--- config.mk ---
export PLATFORM = sky130hd
export DESIGN_NAME = pia_acceptor_flat
export DESIGN_NICKNAME = d
export VERILOG_FILES = /design/src/pia_pkg.sv /design/src/pia_link_if.sv /design/src/pia_acceptor.sv /design/src/flat_wrapper.sv
export SDC_FILE = /design/constraint.sdc
export NUM_CORES = 1
export LEC_CHECK = 0
export BUFFER_PORTS_ARGS = -buffer_cell sky130_fd_sc_hd__buf_2
export CAP_MARGIN = 30
export CORE_MARGIN = 8
export CORE_UTILIZATION = 30
export CTS_CLUSTER_SIZE = 24
export DETAILED_ROUTE_END_ITERATION = 10
export GPL_TIMING_DRIVEN = 0
export HOLD_SLACK_MARGIN = 0.03
export SYNTH_ARGS = -nofsm -noshare
export SYNTH_HDL_FRONTEND = slang
export SYNTH_SLANG_ARGS = --single-unit
--- constraint.sdc ---
create_clock -name clk_sys -period 3.15 [get_ports clk_sys]
set_input_delay 0.315 -clock clk_sys [delete_from_list [all_inputs] [get_ports clk_sys]]
set_output_delay 0.315 -clock clk_sys [all_outputs]
set_load 0.05 [all_outputs]
--- src/pia_pkg.sv ---
// package for the priority interrupt acceptor and its cpu-side partner
// assumes one clock domain shared by both ends
package pia_pkg;
	localparam int PIA_NUM_SRC = 8;
	localparam int PIA_LVL_W = 4;
	localparam int PIA_IDX_W = 3;
	localparam logic [3:0] PIA_LVL_ZERO = 4'h0;
	localparam logic [3:0] PIA_MASK_RESET = 4'hf;
	localparam logic [2:0] PIA_IDX_ZERO = 3'h0;
	localparam logic [7:0] PIA_VEC_BASE = 8'h40;
	typedef enum logic [2:0] {
		PIA_IDLE = 3'b001,
		PIA_WAIT = 3'b010,
		PIA_MASK = 3'b100
	} pia_state_t;
endpackage

--- src/pia_link_if.sv ---
// link between the interrupt acceptor and the cpu core
// assumes both ends share clk_sys
`timescale 1ns/10ps
interface pia_link_if;
	logic irq_req;
	logic [3:0] irq_level;
	logic [2:0] irq_index;
	logic irq_edge;
	logic irq_taken;
	logic mask_loaded;
	logic [3:0] cpu_level_mask;
	modport acceptor (output irq_req, output irq_level, output irq_index, output irq_edge,
		input irq_taken, input mask_loaded, input cpu_level_mask);
	modport cpu (input irq_req, input irq_level, input irq_index, input irq_edge,
		output irq_taken, output mask_loaded, output cpu_level_mask);
endinterface

--- src/pia_acceptor.sv ---
// interrupt acceptor: picks highest pending source, compares with cpu mask
// assumes sources are synchronous to clk_sys and held until serviced
`timescale 1ns/10ps
module pia_acceptor
	import pia_pkg::*;
#(
	parameter int NUM_SRC = PIA_NUM_SRC
) (
	input wire logic clk_sys,
	input wire logic resetn,
	input wire logic [NUM_SRC-1:0] src_req,
	input wire logic [NUM_SRC-1:0] src_is_edge,
	input wire logic [NUM_SRC*4-1:0] source_priority_settings_low,
	output logic accept_indicator_n,
	output logic [NUM_SRC-1:0] src_ack,
	pia_link_if.acceptor link
);
	pia_state_t state, next_state;
	logic [3:0] best_lvl;
	logic [2:0] best_idx;
	logic best_any;
	logic [3:0] cur_lvl, next_cur_lvl;
	logic [2:0] cur_idx, next_cur_idx;
	logic cur_edge, next_cur_edge;
	logic ind_n, next_ind_n;
	logic [NUM_SRC-1:0] ack, next_ack;
	logic req, next_req;

	// priority pick: strictly greater wins so lower index keeps ties
	always_comb begin
		best_lvl = PIA_LVL_ZERO;
		best_idx = PIA_IDX_ZERO;
		best_any = 1'b0;
		for (int i = 0; i < NUM_SRC; i++) begin
			if (src_req[i] && source_priority_settings_low[i*4 +: 4] > best_lvl) begin
				best_lvl = source_priority_settings_low[i*4 +: 4];
				best_idx = 3'(i);
				best_any = 1'b1;
			end
		end
	end

	// acceptance sequencer
	always_comb begin
		next_state = state;
		next_cur_lvl = cur_lvl;
		next_cur_idx = cur_idx;
		next_cur_edge = cur_edge;
		next_ind_n = ind_n;
		next_ack = '0;
		next_req = req;
		case (state)
			PIA_IDLE: begin
				if (best_any && best_lvl > link.cpu_level_mask) begin
					next_state = PIA_WAIT;
					next_cur_lvl = best_lvl;
					next_cur_idx = best_idx;
					next_cur_edge = src_is_edge[best_idx];
					next_ind_n = 1'b0;
					next_req = 1'b1;
				end
			end
			PIA_WAIT: begin
				if (link.irq_taken) begin
					next_req = 1'b0;
					next_ack[cur_idx] = 1'b1;
					if (cur_edge) begin
						next_ind_n = 1'b1;
						next_state = PIA_IDLE;
					end else begin
						next_state = PIA_MASK;
					end
				end else if (best_any && best_lvl > cur_lvl) begin
					next_cur_lvl = best_lvl;
					next_cur_idx = best_idx;
					next_cur_edge = src_is_edge[best_idx];
				end
			end
			PIA_MASK: begin
				if (link.mask_loaded) begin
					next_state = PIA_IDLE;
					// a higher request already above the new mask keeps the pin low
					if (best_any && best_lvl > cur_lvl) begin
						next_ind_n = 1'b0;
					end else begin
						next_ind_n = 1'b1;
					end
				end
			end
			default: next_state = PIA_IDLE;
		endcase
	end

	// register sequencer state
	always_ff @(posedge clk_sys or negedge resetn) begin
		if (!resetn) begin
			state <= PIA_IDLE;
			cur_lvl <= PIA_LVL_ZERO;
			cur_idx <= PIA_IDX_ZERO;
			cur_edge <= 1'b0;
			ind_n <= 1'b1;
			ack <= '0;
			req <= 1'b0;
		end else begin
			state <= next_state;
			cur_lvl <= next_cur_lvl;
			cur_idx <= next_cur_idx;
			cur_edge <= next_cur_edge;
			ind_n <= next_ind_n;
			ack <= next_ack;
			req <= next_req;
		end
	end

	assign accept_indicator_n = ind_n;
	assign src_ack = ack;
	assign link.irq_req = req;
	assign link.irq_level = cur_lvl;
	assign link.irq_index = cur_idx;
	assign link.irq_edge = cur_edge;
endmodule

--- src/flat_wrapper.sv ---
// flat-port wrapper written by rule: the top's interface ports become plain ports
module pia_acceptor_flat import pia_pkg::*;
#(
	parameter int NUM_SRC = PIA_NUM_SRC
)
  (clk_sys, resetn, src_req, src_is_edge, source_priority_settings_low, accept_indicator_n, src_ack, link_irq_req, link_irq_level, link_irq_index, link_irq_edge, link_irq_taken, link_mask_loaded, link_cpu_level_mask);
  pia_link_if link_i ();
  input wire logic clk_sys;
  input wire logic resetn;
  input wire logic [NUM_SRC-1:0] src_req;
  input wire logic [NUM_SRC-1:0] src_is_edge;
  input wire logic [NUM_SRC*4-1:0] source_priority_settings_low;
  output logic accept_indicator_n;
  output logic [NUM_SRC-1:0] src_ack;
  output wire logic [$bits(link_i.irq_req)-1:0] link_irq_req;
  output wire logic [$bits(link_i.irq_level)-1:0] link_irq_level;
  output wire logic [$bits(link_i.irq_index)-1:0] link_irq_index;
  output wire logic [$bits(link_i.irq_edge)-1:0] link_irq_edge;
  input wire logic [$bits(link_i.irq_taken)-1:0] link_irq_taken;
  input wire logic [$bits(link_i.mask_loaded)-1:0] link_mask_loaded;
  input wire logic [$bits(link_i.cpu_level_mask)-1:0] link_cpu_level_mask;
  assign link_irq_req = link_i.irq_req;
  assign link_irq_level = link_i.irq_level;
  assign link_irq_index = link_i.irq_index;
  assign link_irq_edge = link_i.irq_edge;
  assign link_i.irq_taken = link_irq_taken;
  assign link_i.mask_loaded = link_mask_loaded;
  assign link_i.cpu_level_mask = link_cpu_level_mask;
  pia_acceptor #(.NUM_SRC(NUM_SRC)) u_core (.clk_sys(clk_sys), .resetn(resetn), .src_req(src_req), .src_is_edge(src_is_edge), .source_priority_settings_low(source_priority_settings_low), .accept_indicator_n(accept_indicator_n), .src_ack(src_ack), .link(link_i));
endmodule
# Word-level counts from Yosys, hierarchy flattened
# Cells that the tools add are included.
totals:
  out_inout_bits: 18
  ff_bits: 21
  in_bits: 56
  word_cells: 101
op_classes:
  n_reduce_logical: 17
  eq_ne: 9
  mux: 55
  order_cmp: 13
ops:
  columns: ["operator", "count"]
  rows:
  - ["2-to-1 mux 4 bit", 11]
  - ["greater-than comparator 4 bit", 9]
  - ["2-to-1 mux 3 bit", 11]
  - ["2-to-1 mux 1 bit", 21]
  - ["2-to-1 mux 8 bit", 2]
  - ["logical AND 1 bit", 11]
  - ["one-hot mux 3 bit (3 select lines)", 1]
  - ["< comparator 3 x 4 -> 1 bit (second input constant)", 2]
  - ["one-hot mux 4 bit (2 select lines)", 1]
  - ["!= test 2 x 1 -> 1 bit (second input constant)", 3]
  - ["!= test 2 bit (second input constant)", 3]
  - ["one-hot mux 3 bit (2 select lines)", 1]
  - ["AND reduction 3 bit", 2]
  - ["AND reduction 5 bit", 1]
  - ["greater-than comparator 4 x 1 -> 1 bit (second input constant)", 1]
  - ["2-to-1 mux 2 bit", 2]
  - ["one-hot mux 1 bit (2 select lines)", 2]
  - ["AND reduction 4 bit", 1]
  - ["binary-select mux 1 bit (select 3 bit)", 1]
  - ["demux 1 bit (select 3 bit)", 1]
  - ["equality test 3 x 1 -> 1 bit (second input constant)", 1]
  - ["equality test 3 x 2 -> 1 bit (second input constant)", 1]
  - ["equality test 3 bit (second input constant)", 1]
  - ["greater-or-equal comparator 3 x 1 -> 1 bit (second input constant)", 1]
  - ["3 further kinds", 3]

# Depth between registers and ports, before layout
# Gate-level depths: netlist (run 1).
depth:
  word_depth: 29
  depth_mapped: 73
  depth_no_buf: 68

# Worst setup path before layout (run 1)
# OpenSTA, ideal clock, no wires.
synth_timing:
  kind: "input -> register"
  start: "input src_req[0]"
  end: "register u_core.cur_idx[1], in the netlist u_core.link.irq_index[1]"
  setup_ps: 88
  required_ps: 3062
  arrival_time_ps: 12183
  slack_ps: -9121
  path_stages: 66
  path_buffers: 5
  cell_sequence: "nand2_1 > ha_1 > nor2b_2 > o211ai_2 > a21oi_1 > mux2_2 > ha_1 > inv_1 > a21o_1 > o21ai_0 > o31ai_1 > nand2_1 > nor2_2 > mux2_2 > inv_1 > ha_1 > nor2b_1 > or2_2 > [30 not listed] > ha_1 > a21oi_1 > o22ai_1 > o221ai_1 > clkbuf_1 > mux2_4 > ha_1 > nor2b_1 > o21a_1 > o21a_1 > o2111ai_1 > or2_2 > o21ai_0 > nand2_1 > a21oi_4 > buf_4 > nor2_1 > a41oi_1"
synth_between:
  elab_chain_len: 27
  elab_cells_between_ends: 48
  classes_between: "9 x order compare; 2 x eq/ne; 26 x mux; 11 x reduce/logical"
synth_rtl:
  columns: ["item", "line_no", "rtl"]
  rows:
  - ["from (decl)", "flat_wrapper.sv:10", "input wire logic [NUM_SRC-1:0] src_req;"]
  - ["logical AND 1 bit (*)", "pia_acceptor.sv:35", "if (src_req[i] && source_priority_settings_low[i*4 +: 4] > best_lvl) begin"]
  - ["2-to-1 mux 4 bit (*)", "pia_acceptor.sv:35", null]
  - ["greater-than comparator 4 bit", "pia_acceptor.sv:35", null]
  - ["logical AND 1 bit", "pia_acceptor.sv:35", null]
  - ["2-to-1 mux 4 bit (*)", "pia_acceptor.sv:35", null]
  - ["greater-than comparator 4 bit", "pia_acceptor.sv:35", null]
  - ["logical AND 1 bit", "pia_acceptor.sv:35", null]
  - ["2-to-1 mux 4 bit (*)", "pia_acceptor.sv:35", null]
  - ["[12 not listed]", null, null]
  - ["greater-than comparator 4 bit", "pia_acceptor.sv:35", null]
  - ["logical AND 1 bit", "pia_acceptor.sv:35", null]
  - ["2-to-1 mux 4 bit (*)", "pia_acceptor.sv:35", null]
  - ["named net u_core.best_lvl[1]", "pia_acceptor.sv:19", "logic [3:0] best_lvl;"]
  - ["greater-than comparator 4 bit (on tied branches)", "pia_acceptor.sv:73, pia_acceptor.sv:54", null]
  - ["logical AND 1 bit (on tied branches)", "pia_acceptor.sv:73, pia_acceptor.sv:54", null]
  - ["!= test 2 x 1 -> 1 bit (no line)", null, null]
  - ["AND reduction 4 bit (no line) (*)", null, null]
  - ["to (signal assigned)", "pia_acceptor.sv:107", "cur_idx <= next_cur_idx;"]
  - ["to (decl)", "pia_acceptor.sv:23", "logic [2:0] cur_idx, next_cur_idx;"]
# The timed path passes the listed nets; every way through them passes the cells marked *. The select of a mux whose other input is x is not followed.
# A chain may end at the register's enable or synchronous reset.

# Final worst setup path (run 1)
layout_timing:
  start: "input src_req[0]"
  end: "register u_core.cur_lvl[3], in the netlist u_core.link.irq_level[3]"
layout_between:
  elab_chain_len: 27
  elab_cells_between_ends: 42
  classes_between: "9 x order compare; 2 x eq/ne; 20 x mux; 11 x reduce/logical"
layout_rtl:
  columns: ["item", "line_no", "rtl"]
  rows:
  - ["logical AND 1 bit (*)", "pia_acceptor.sv:35", null]
  - ["2-to-1 mux 4 bit (*)", "pia_acceptor.sv:35", null]
  - ["greater-than comparator 4 bit", "pia_acceptor.sv:35", null]
  - ["logical AND 1 bit", "pia_acceptor.sv:35", null]
  - ["2-to-1 mux 4 bit (*)", "pia_acceptor.sv:35", null]
  - ["greater-than comparator 4 bit", "pia_acceptor.sv:35", null]
  - ["logical AND 1 bit", "pia_acceptor.sv:35", null]
  - ["2-to-1 mux 4 bit (*)", "pia_acceptor.sv:35", null]
  - ["[12 not listed]", null, null]
  - ["greater-than comparator 4 bit", "pia_acceptor.sv:35", null]
  - ["logical AND 1 bit", "pia_acceptor.sv:35", null]
  - ["2-to-1 mux 4 bit (*)", "pia_acceptor.sv:35", null]
  - ["named net u_core.best_lvl[1]", "pia_acceptor.sv:19", null]
  - ["greater-than comparator 4 bit (on tied branches)", "pia_acceptor.sv:73, pia_acceptor.sv:54", null]
  - ["logical AND 1 bit (on tied branches)", "pia_acceptor.sv:73, pia_acceptor.sv:54", null]
  - ["!= test 2 x 1 -> 1 bit (no line)", null, null]
  - ["AND reduction 4 bit (no line) (*)", null, null]
  - ["to (signal assigned)", "pia_acceptor.sv:106", "cur_lvl <= next_cur_lvl;"]
  - ["to (decl)", "pia_acceptor.sv:22", "logic [3:0] cur_lvl, next_cur_lvl;"]
# Marks and branches as above.

==> results.cfg, run 1 <==
[yosys]
synth_ff_type = dfrtp_1
synth.distinct_cells = 60
yosysWarningCount = 0
synth-edff-count = 0
post_syn_instances = 312
avgSynthCellArea_um2 = 8.177
ys_seq_elements = 21
netlist_area_um2 = 2551
synth-async-reset-ratio_pct = 100.0
syn_nets = 399
synth-seq-area-share_pct = 20.70

[timing]
whs_ns = 0.2948
final_min_period_over_clock_period_pct = 357.9
final.min_clock_period_ns = 11.27
worst_clock_skew_ns = 0.004631
timing.final.max_slew_violations = 0
final_critical_path_setup_slack_ns = -8.124
unrepaired_setup_endpoints_after_global_routing = true
maxClockFrequency_mhz = 88.70
hold_violation_count_in_the_final_report = 0
setup_tns_ns = -96.20
slew-limit-headroom_pct = 47.47
report.final.setup_viol = 12
worst-slew-pin-transition_ns = 0.7815

[floorplan]
die-width_um = 108.2
top_level_ports = 74
floorplan.die_area_um2 = 11710
std_cell_rows = 33
floorplan.die.height_um = 108.2
core_area_um2 = 8217
start_util_pct = 31.05

[layout]
fillers = 782
antenna-diode-count = 0
final_layout_size_suffix_gt1_share_pct = 54.92
fin_nets = 525
final_cell_mix = buf_2 (71), buf_4 (43), inv_1 (29)
area_delta_synth_final_pct = 62.73
final_common_cell = buf_2

[status]
status = finished, violations left
violated_checks = negative setup slack

[placement]
port-buffer-count = 73
worst_setup_slack_after_placement_ns = -9.472
weighted_congestion_at_the_end_of_routability_driven_global_placement = 0.8178
detailed_place_hpwl_um = 6013

[clock_tree]
clock_tree.buffer_depth = 2
clock_latency_ns = 0.27
cts_root_buf = clkbuf_8
numClockSinks = 21
tritoncts_clock_tree = yes
cts.reportedPaths.clkPinSlew_ns = 0.08
cts_inserted_buffers = 3
htree_levels = 1

[route]
postRouteWirelength_um = 8058
drc = 0
drt_first_iter_violations = 55
drtPass1Iterations = 4
route.met3.wl_um = 412
dr_total_vias = 2797
wl_met1_um = 3348
remaining_number_of_nets_flagged_by_the_antenna_check_after_routing = 0
wl_met2_um = 4239
highest_routing_layer_actually_used = met4
routed_via_density = 5.161
avgRoutedWirePerCell_um = 14.87

[global_route]
grt_pass1_wl_um = 12560
grt_overflow_total = 0
grt_pass1_vias = 2811
number_of_antenna_violations_at_the_first_check_in_global_routing = 0
pin_count_of_the_biggest_net_entering_global_routing = 22
groute.usage.overall_pct = 12.72

[critical_path]
critical_path.startpoint_type = primary input
cpPeakStageDelay_ns = 0.39
ff2ff_path_depth = 12
cp_data_required_time_ns = 3.31
worst-r2r-setup-slack_ns = 0.87
cp_common_cell = ha_4
critPathSlowestCell = a2111oi_4
critical_path_fanout_max = 6
endpoint_type_of_the_worst_setup_path = flop
worstSetupPathType = primary input to flop
timing.critical_path.arrival_ns = 11.43

[pwr]
power_leakage_nw = 1.856
p_per_area_nw_per_um2 = 775.1
vdd_drop_max_mv = 0.2899

[hold_path]
hold_class = primary input to flop
hold_depth = 2

[flow_run]
drv_cap = 0
==> state kept, by name, indices dropped and copies added (netlist names) <==
signal and cells:
u_core.link.irq_edge 1, u_core.accept_indicator_n 1, u_core.link.irq_req 1, u_core.state 3, u_core.src_ack 8, u_core.link.irq_index 3, u_core.link.irq_level 4
==> power by group <==
part	total, W	switching (W)	internal [W]	leakage (nW)
Combinational	0.00260	0.00132	0.00128	1.57
Clock	0.000183	0.0000944	0.0000884	0.0255
Sequential	0.000439	0.0000797	0.000359	0.259
Total	0.00322	0.00149	0.00172	1.86
==> worst max-delay path: cells and delay by family <==
kind / cells / cell delay [ns]
multiplexers: 7 / 2.18
buffers and inverters: 11 / 1.30
AND/OR/NAND/NOR: 17 / 2.71
adder cells (fa/ha/maj): 8 / 1.63
AO/OA/AOI/OAI: 24 / 3.25
==> timing repair <==
action                                 in CTS  in global routing
resized for setup                          22                 50
setup buffers                              25                 21
endpoints found under the hold margin      19                  0
hold buffers                                1                  0
pin swaps                                  15                 27
gates cloned                                1                  0
setup endpoints to repair                  12                 12
==> cell type report <==
cell class	count	area (um2)	share of cell area, %
inverters	36	135.1	3.255
clock inverters	1	5.005	0.1206
plain buffers	8	88.84	2.140
flip-flops and latches	21	528.0	12.72
repair buffers	121	777.0	18.72
well taps	105	131.4	3.165
clock buffers	3	41.29	0.9946
multi-input cells	247	2445	58.89
==> synth_stat cells (all sizes together) (2+ instances only) <==
cell type | instances | share of area, %
nand4 | 4 | 0.98
o21bai | 2 | 0.59
nand2b | 3 | 0.74
dfrtp | 19 | 19
o31ai | 6 | 1.8
or4 | 2 | 0.59
clkbuf | 5 | 0.74
nand3 | 10 | 2.0
and2 | 5 | 1.3
o2111ai | 2 | 0.69
nor2b | 6 | 1.6
buf | 3 | 0.69
a21oi | 23 | 5.7
a21o | 5 | 1.5
xor2 | 2 | 0.69
nand2 | 26 | 3.9
o211ai | 3 | 1.1
a31oi | 6 | 1.5
mux2i | 6 | 2.4
o21a | 5 | 1.5
mux2 | 15 | 7.9
o21ai | 20 | 3.9
nor3 | 5 | 1.4
xnor2 | 2 | 0.69
nor2 | 27 | 4.1
inv | 36 | 5.3
or3 | 3 | 0.93
or2 | 4 | 0.98
o22ai | 3 | 0.74
a41o | 2 | 0.78
o221ai | 2 | 0.69
dfstp | 2 | 2.1
a41oi | 3 | 1.0
ha | 31 | 15
==> stage by stage <==
stage                     power (W)  std cells  utilization, %  cell area [um2]
after floorplan            0.001993        312               -             2879
after global placement     0.002340        490           41.08             3376
after detailed placement   0.002388        490           41.08             3376
after CTS                  0.002787        521           45.39             3730
after global routing       0.003450        542           50.53             4151
final                      0.003218        542           50.53             4151
==> layer usage <==
layer  track usage, %  up-vias
met4            2.973        0
met3            1.963        7
met1            14.64     1351
met2            23.84       53
li1                 -     1386
met5                0        -
==> final timing paths <==
kind                                                from                   endpoint
min in group asynchronous                         resetn   u_core.link.irq_level[2]
worst min register to register       u_core.link.irq_req        u_core.link.irq_req
worst max register to register  u_core.link.irq_level[1]   u_core.link.irq_level[3]
max in group asynchronous                         resetn  u_core.accept_indicator_n
worst max-delay path                          src_req[0]   u_core.link.irq_level[3]
worst min-delay path                      link_irq_taken            u_core.state[1]
==> cell families after synthesis <==
logic type,count (synthesis),share of synthesized area [%]
compound gates,92,25.75
flops,21,20.70
xor+xnor,4,1.373
buf+inv,44,6.719
mux,21,10.30
simple gates,99,19.96
fa+ha+maj,31,15.20
Power figures use the tool's default switching activity.
==> run 2, diff against run 1 <==
==> constraint.sdc (replaced) <==
create_clock -name clk_sys -period 3.15 [get_ports clk_sys]
set_input_delay 0.315 -clock clk_sys [delete_from_list [all_inputs] [get_ports clk_sys]]
set_output_delay 0.315 -clock clk_sys [all_outputs]
set_load 0.005 [all_outputs]
==> results.cfg, run 2 (same netlist as run 1, synthesis figures left out) <==
[global_route]
grt_overflow_total = 0
number_of_antenna_violations_at_the_first_check_in_global_routing = 0
grt_pass1_wl_um = 12940
pin_count_of_the_biggest_net_entering_global_routing = 22
groute.usage.overall_pct = 13.26
grt_pass1_vias = 2802

[hold_path]
sink_of_the_worst_hold_path = u_core.state[0]
hold_class = primary input to flop
min-delay-start = link_mask_loaded
hold_depth = 3

[route]
postRouteWirelength_um = 7974
routed_via_density = 5.009
remaining_number_of_nets_flagged_by_the_antenna_check_after_routing = 0
avgRoutedWirePerCell_um = 14.77
dr_total_vias = 2705
drtPass1Iterations = 4
drt_first_iter_violations = 75
drc = 0

[layout]
final-instance-count-excl-fill = 540
fillers = 810
final_layout_size_suffix_gt1_share_pct = 53.33
largest_register_ff_count = 8
utilization_after_layout_pct = 49.22
fin_nets = 523
final_design_area_no_fill_um2 = 4044
final_common_cell = buf_2
antenna-diode-count = 0
area_delta_synth_final_pct = 58.51
final_cell_mix = buf_2 (71), buf_4 (41), inv_1 (29)

[placement]
worst_setup_slack_after_placement_ns = -9.464
place_area_um2 = 3376
detailed_place_hpwl_um = 6083
weighted_congestion_at_the_end_of_routability_driven_global_placement = 0.8356
placed_cells = 490
port-buffer-count = 73

[critical_path]
cp_data_required_time_ns = 3.33
endpoint_type_of_the_worst_setup_path = flop
cpPeakStageDelay_ns = 0.39
critPathSlowestCell = a2111oi_4
worst-r2r-setup-slack_ns = 0.98
timing.critical_path.max_delay_family = compound AO/OA/AOI/OAI gates
worst_r2r_endpoint = u_core.link.irq_index[2]
timing.critical_path.arrival_ns = 11.51
critical_path_fanout_max = 7
r2r-start = u_core.link.irq_level[1]
critical_path.startpoint_type = primary input
ff2ff_path_depth = 13
cp_common_cell = ha_4
timing.critical_path.buf_inv = 10
worstSetupPathType = primary input to flop

[floorplan]
top_level_ports = 74
floorplan.die.height_um = 108.2
floorplan.die_area_um2 = 11710
die-width_um = 108.2
std_cell_rows = 33
core_area_um2 = 8217
start_util_pct = 31.05

[timing]
unrepaired_setup_endpoints_after_global_routing = true
worst_clock_skew_ns = 0.001051
slew-limit-headroom_pct = 44.30
final.min_clock_period_ns = 11.33
final_critical_path_setup_slack_ns = -8.176
report.final.setup_viol = 12
whs_ns = 0.3087
final_min_period_over_clock_period_pct = 359.6
maxClockFrequency_mhz = 88.29
hold_violation_count_in_the_final_report = 0
timing.final.max_slew_violations = 0
worst-slew-pin-transition_ns = 0.8287

[status]
status = finished, violations left
violated_checks = negative setup slack

[clock_tree]
clock_latency_ns = 0.26
numClockSinks = 21
cts.reportedPaths.clkPinSlew_ns = 0.08
htree_levels = 1
tritoncts_clock_tree = yes
cts_inserted_buffers = 3
cts_root_buf = clkbuf_8
clock_tree.buffer_depth = 2

[pwr]
power_leakage_nw = 1.836
vdd_drop_max_mv = 0.3154
p_per_area_nw_per_um2 = 708.7

[flow_run]
drv_cap = 0
-- run 2: changes by cell type in the layout (fill, tap and decap cells not counted), sizes merged --
cell      before  now
buf          125  123
clkinv         1    0
clkinvlp       0    1
-- run 2: worst max-delay path by stage --
stage | cells past startpoint | slack, ns | startpoint | to
after floorplan | 63 | -7.94 | src_req[0] | u_core.link.irq_level[1]
after global placement | 68 | -9.23 | src_req[0] | u_core.link.irq_index[2]
after detailed placement | 69 | -9.46 | src_req[0] | u_core.link.irq_index[2]
after CTS | 67 | -8.22 | src_req[0] | u_core.link.irq_index[2]
after global routing | 67 | -8.73 | source_priority_settings_low[2] | u_core.link.irq_index[2]
final | 67 | -8.18 | src_req[0] | u_core.link.irq_index[2]
-- run 2: area by class of cell --
cell class | instances | area (um2) | area share (%)
plain buffers | 8 | 85.08 | 2.104
inverters | 36 | 137.6 | 3.403
clock inverters | 1 | 7.507 | 0.1856
well taps | 105 | 131.4 | 3.249
clock buffers | 3 | 41.29 | 1.021
flip-flops and latches | 21 | 528.0 | 13.06
repair buffers | 119 | 749.5 | 18.53
multi-input cells | 247 | 2364 | 58.45
-- run 2: metrics by stage --
| stage | power, W | setup TNS, ns |
|---|---|---|
| 3_5_place_dp | 0.002163 | -111.57 |
| 6_report | 0.002866 | -96.47 |
| 3_3_place_gp | 0.002115 | -108.93 |
| 2_1_floorplan | 0.001773 | -93.58 |
| 5_1_grt | 0.003121 | -102.91 |
| 4_1_cts | 0.002590 | -97.22 |
-- run 2: report_power, final --
group / switching (W) / internal, W / total [W] / leakage, nW
Combinational: 0.00104 / 0.00120 / 0.00224 / 1.55
Clock: 0.0000920 / 0.0000894 / 0.000181 / 0.0217
Sequential: 0.0000866 / 0.000359 / 0.000446 / 0.259
Total: 0.00122 / 0.00165 / 0.00287 / 1.84
-- run 2: tightest hold or removal path: stages --
cell     delay [ns]
buf_2          0.10
o31ai_1        0.06
o31ai_1        0.06
-- run 2: layer usage --
layer	up-vias	part of all wire [%]	GRT usage (%)
li1	1384	-	-
met1	1267	43	15.39
met2	48	52	24.98
met3	6	4.6	1.904
met4	0	0.92	2.676
met5	-	0	0
-- run 2: repair_timing --
action,in CTS,in global routing
gates resized for setup,23,41
hold endpoints to repair,19,0
cloned,1,0
endpoints found under the setup margin,12,12
setup buffers,30,15
pin swaps,16,14
hold buffers,1,0
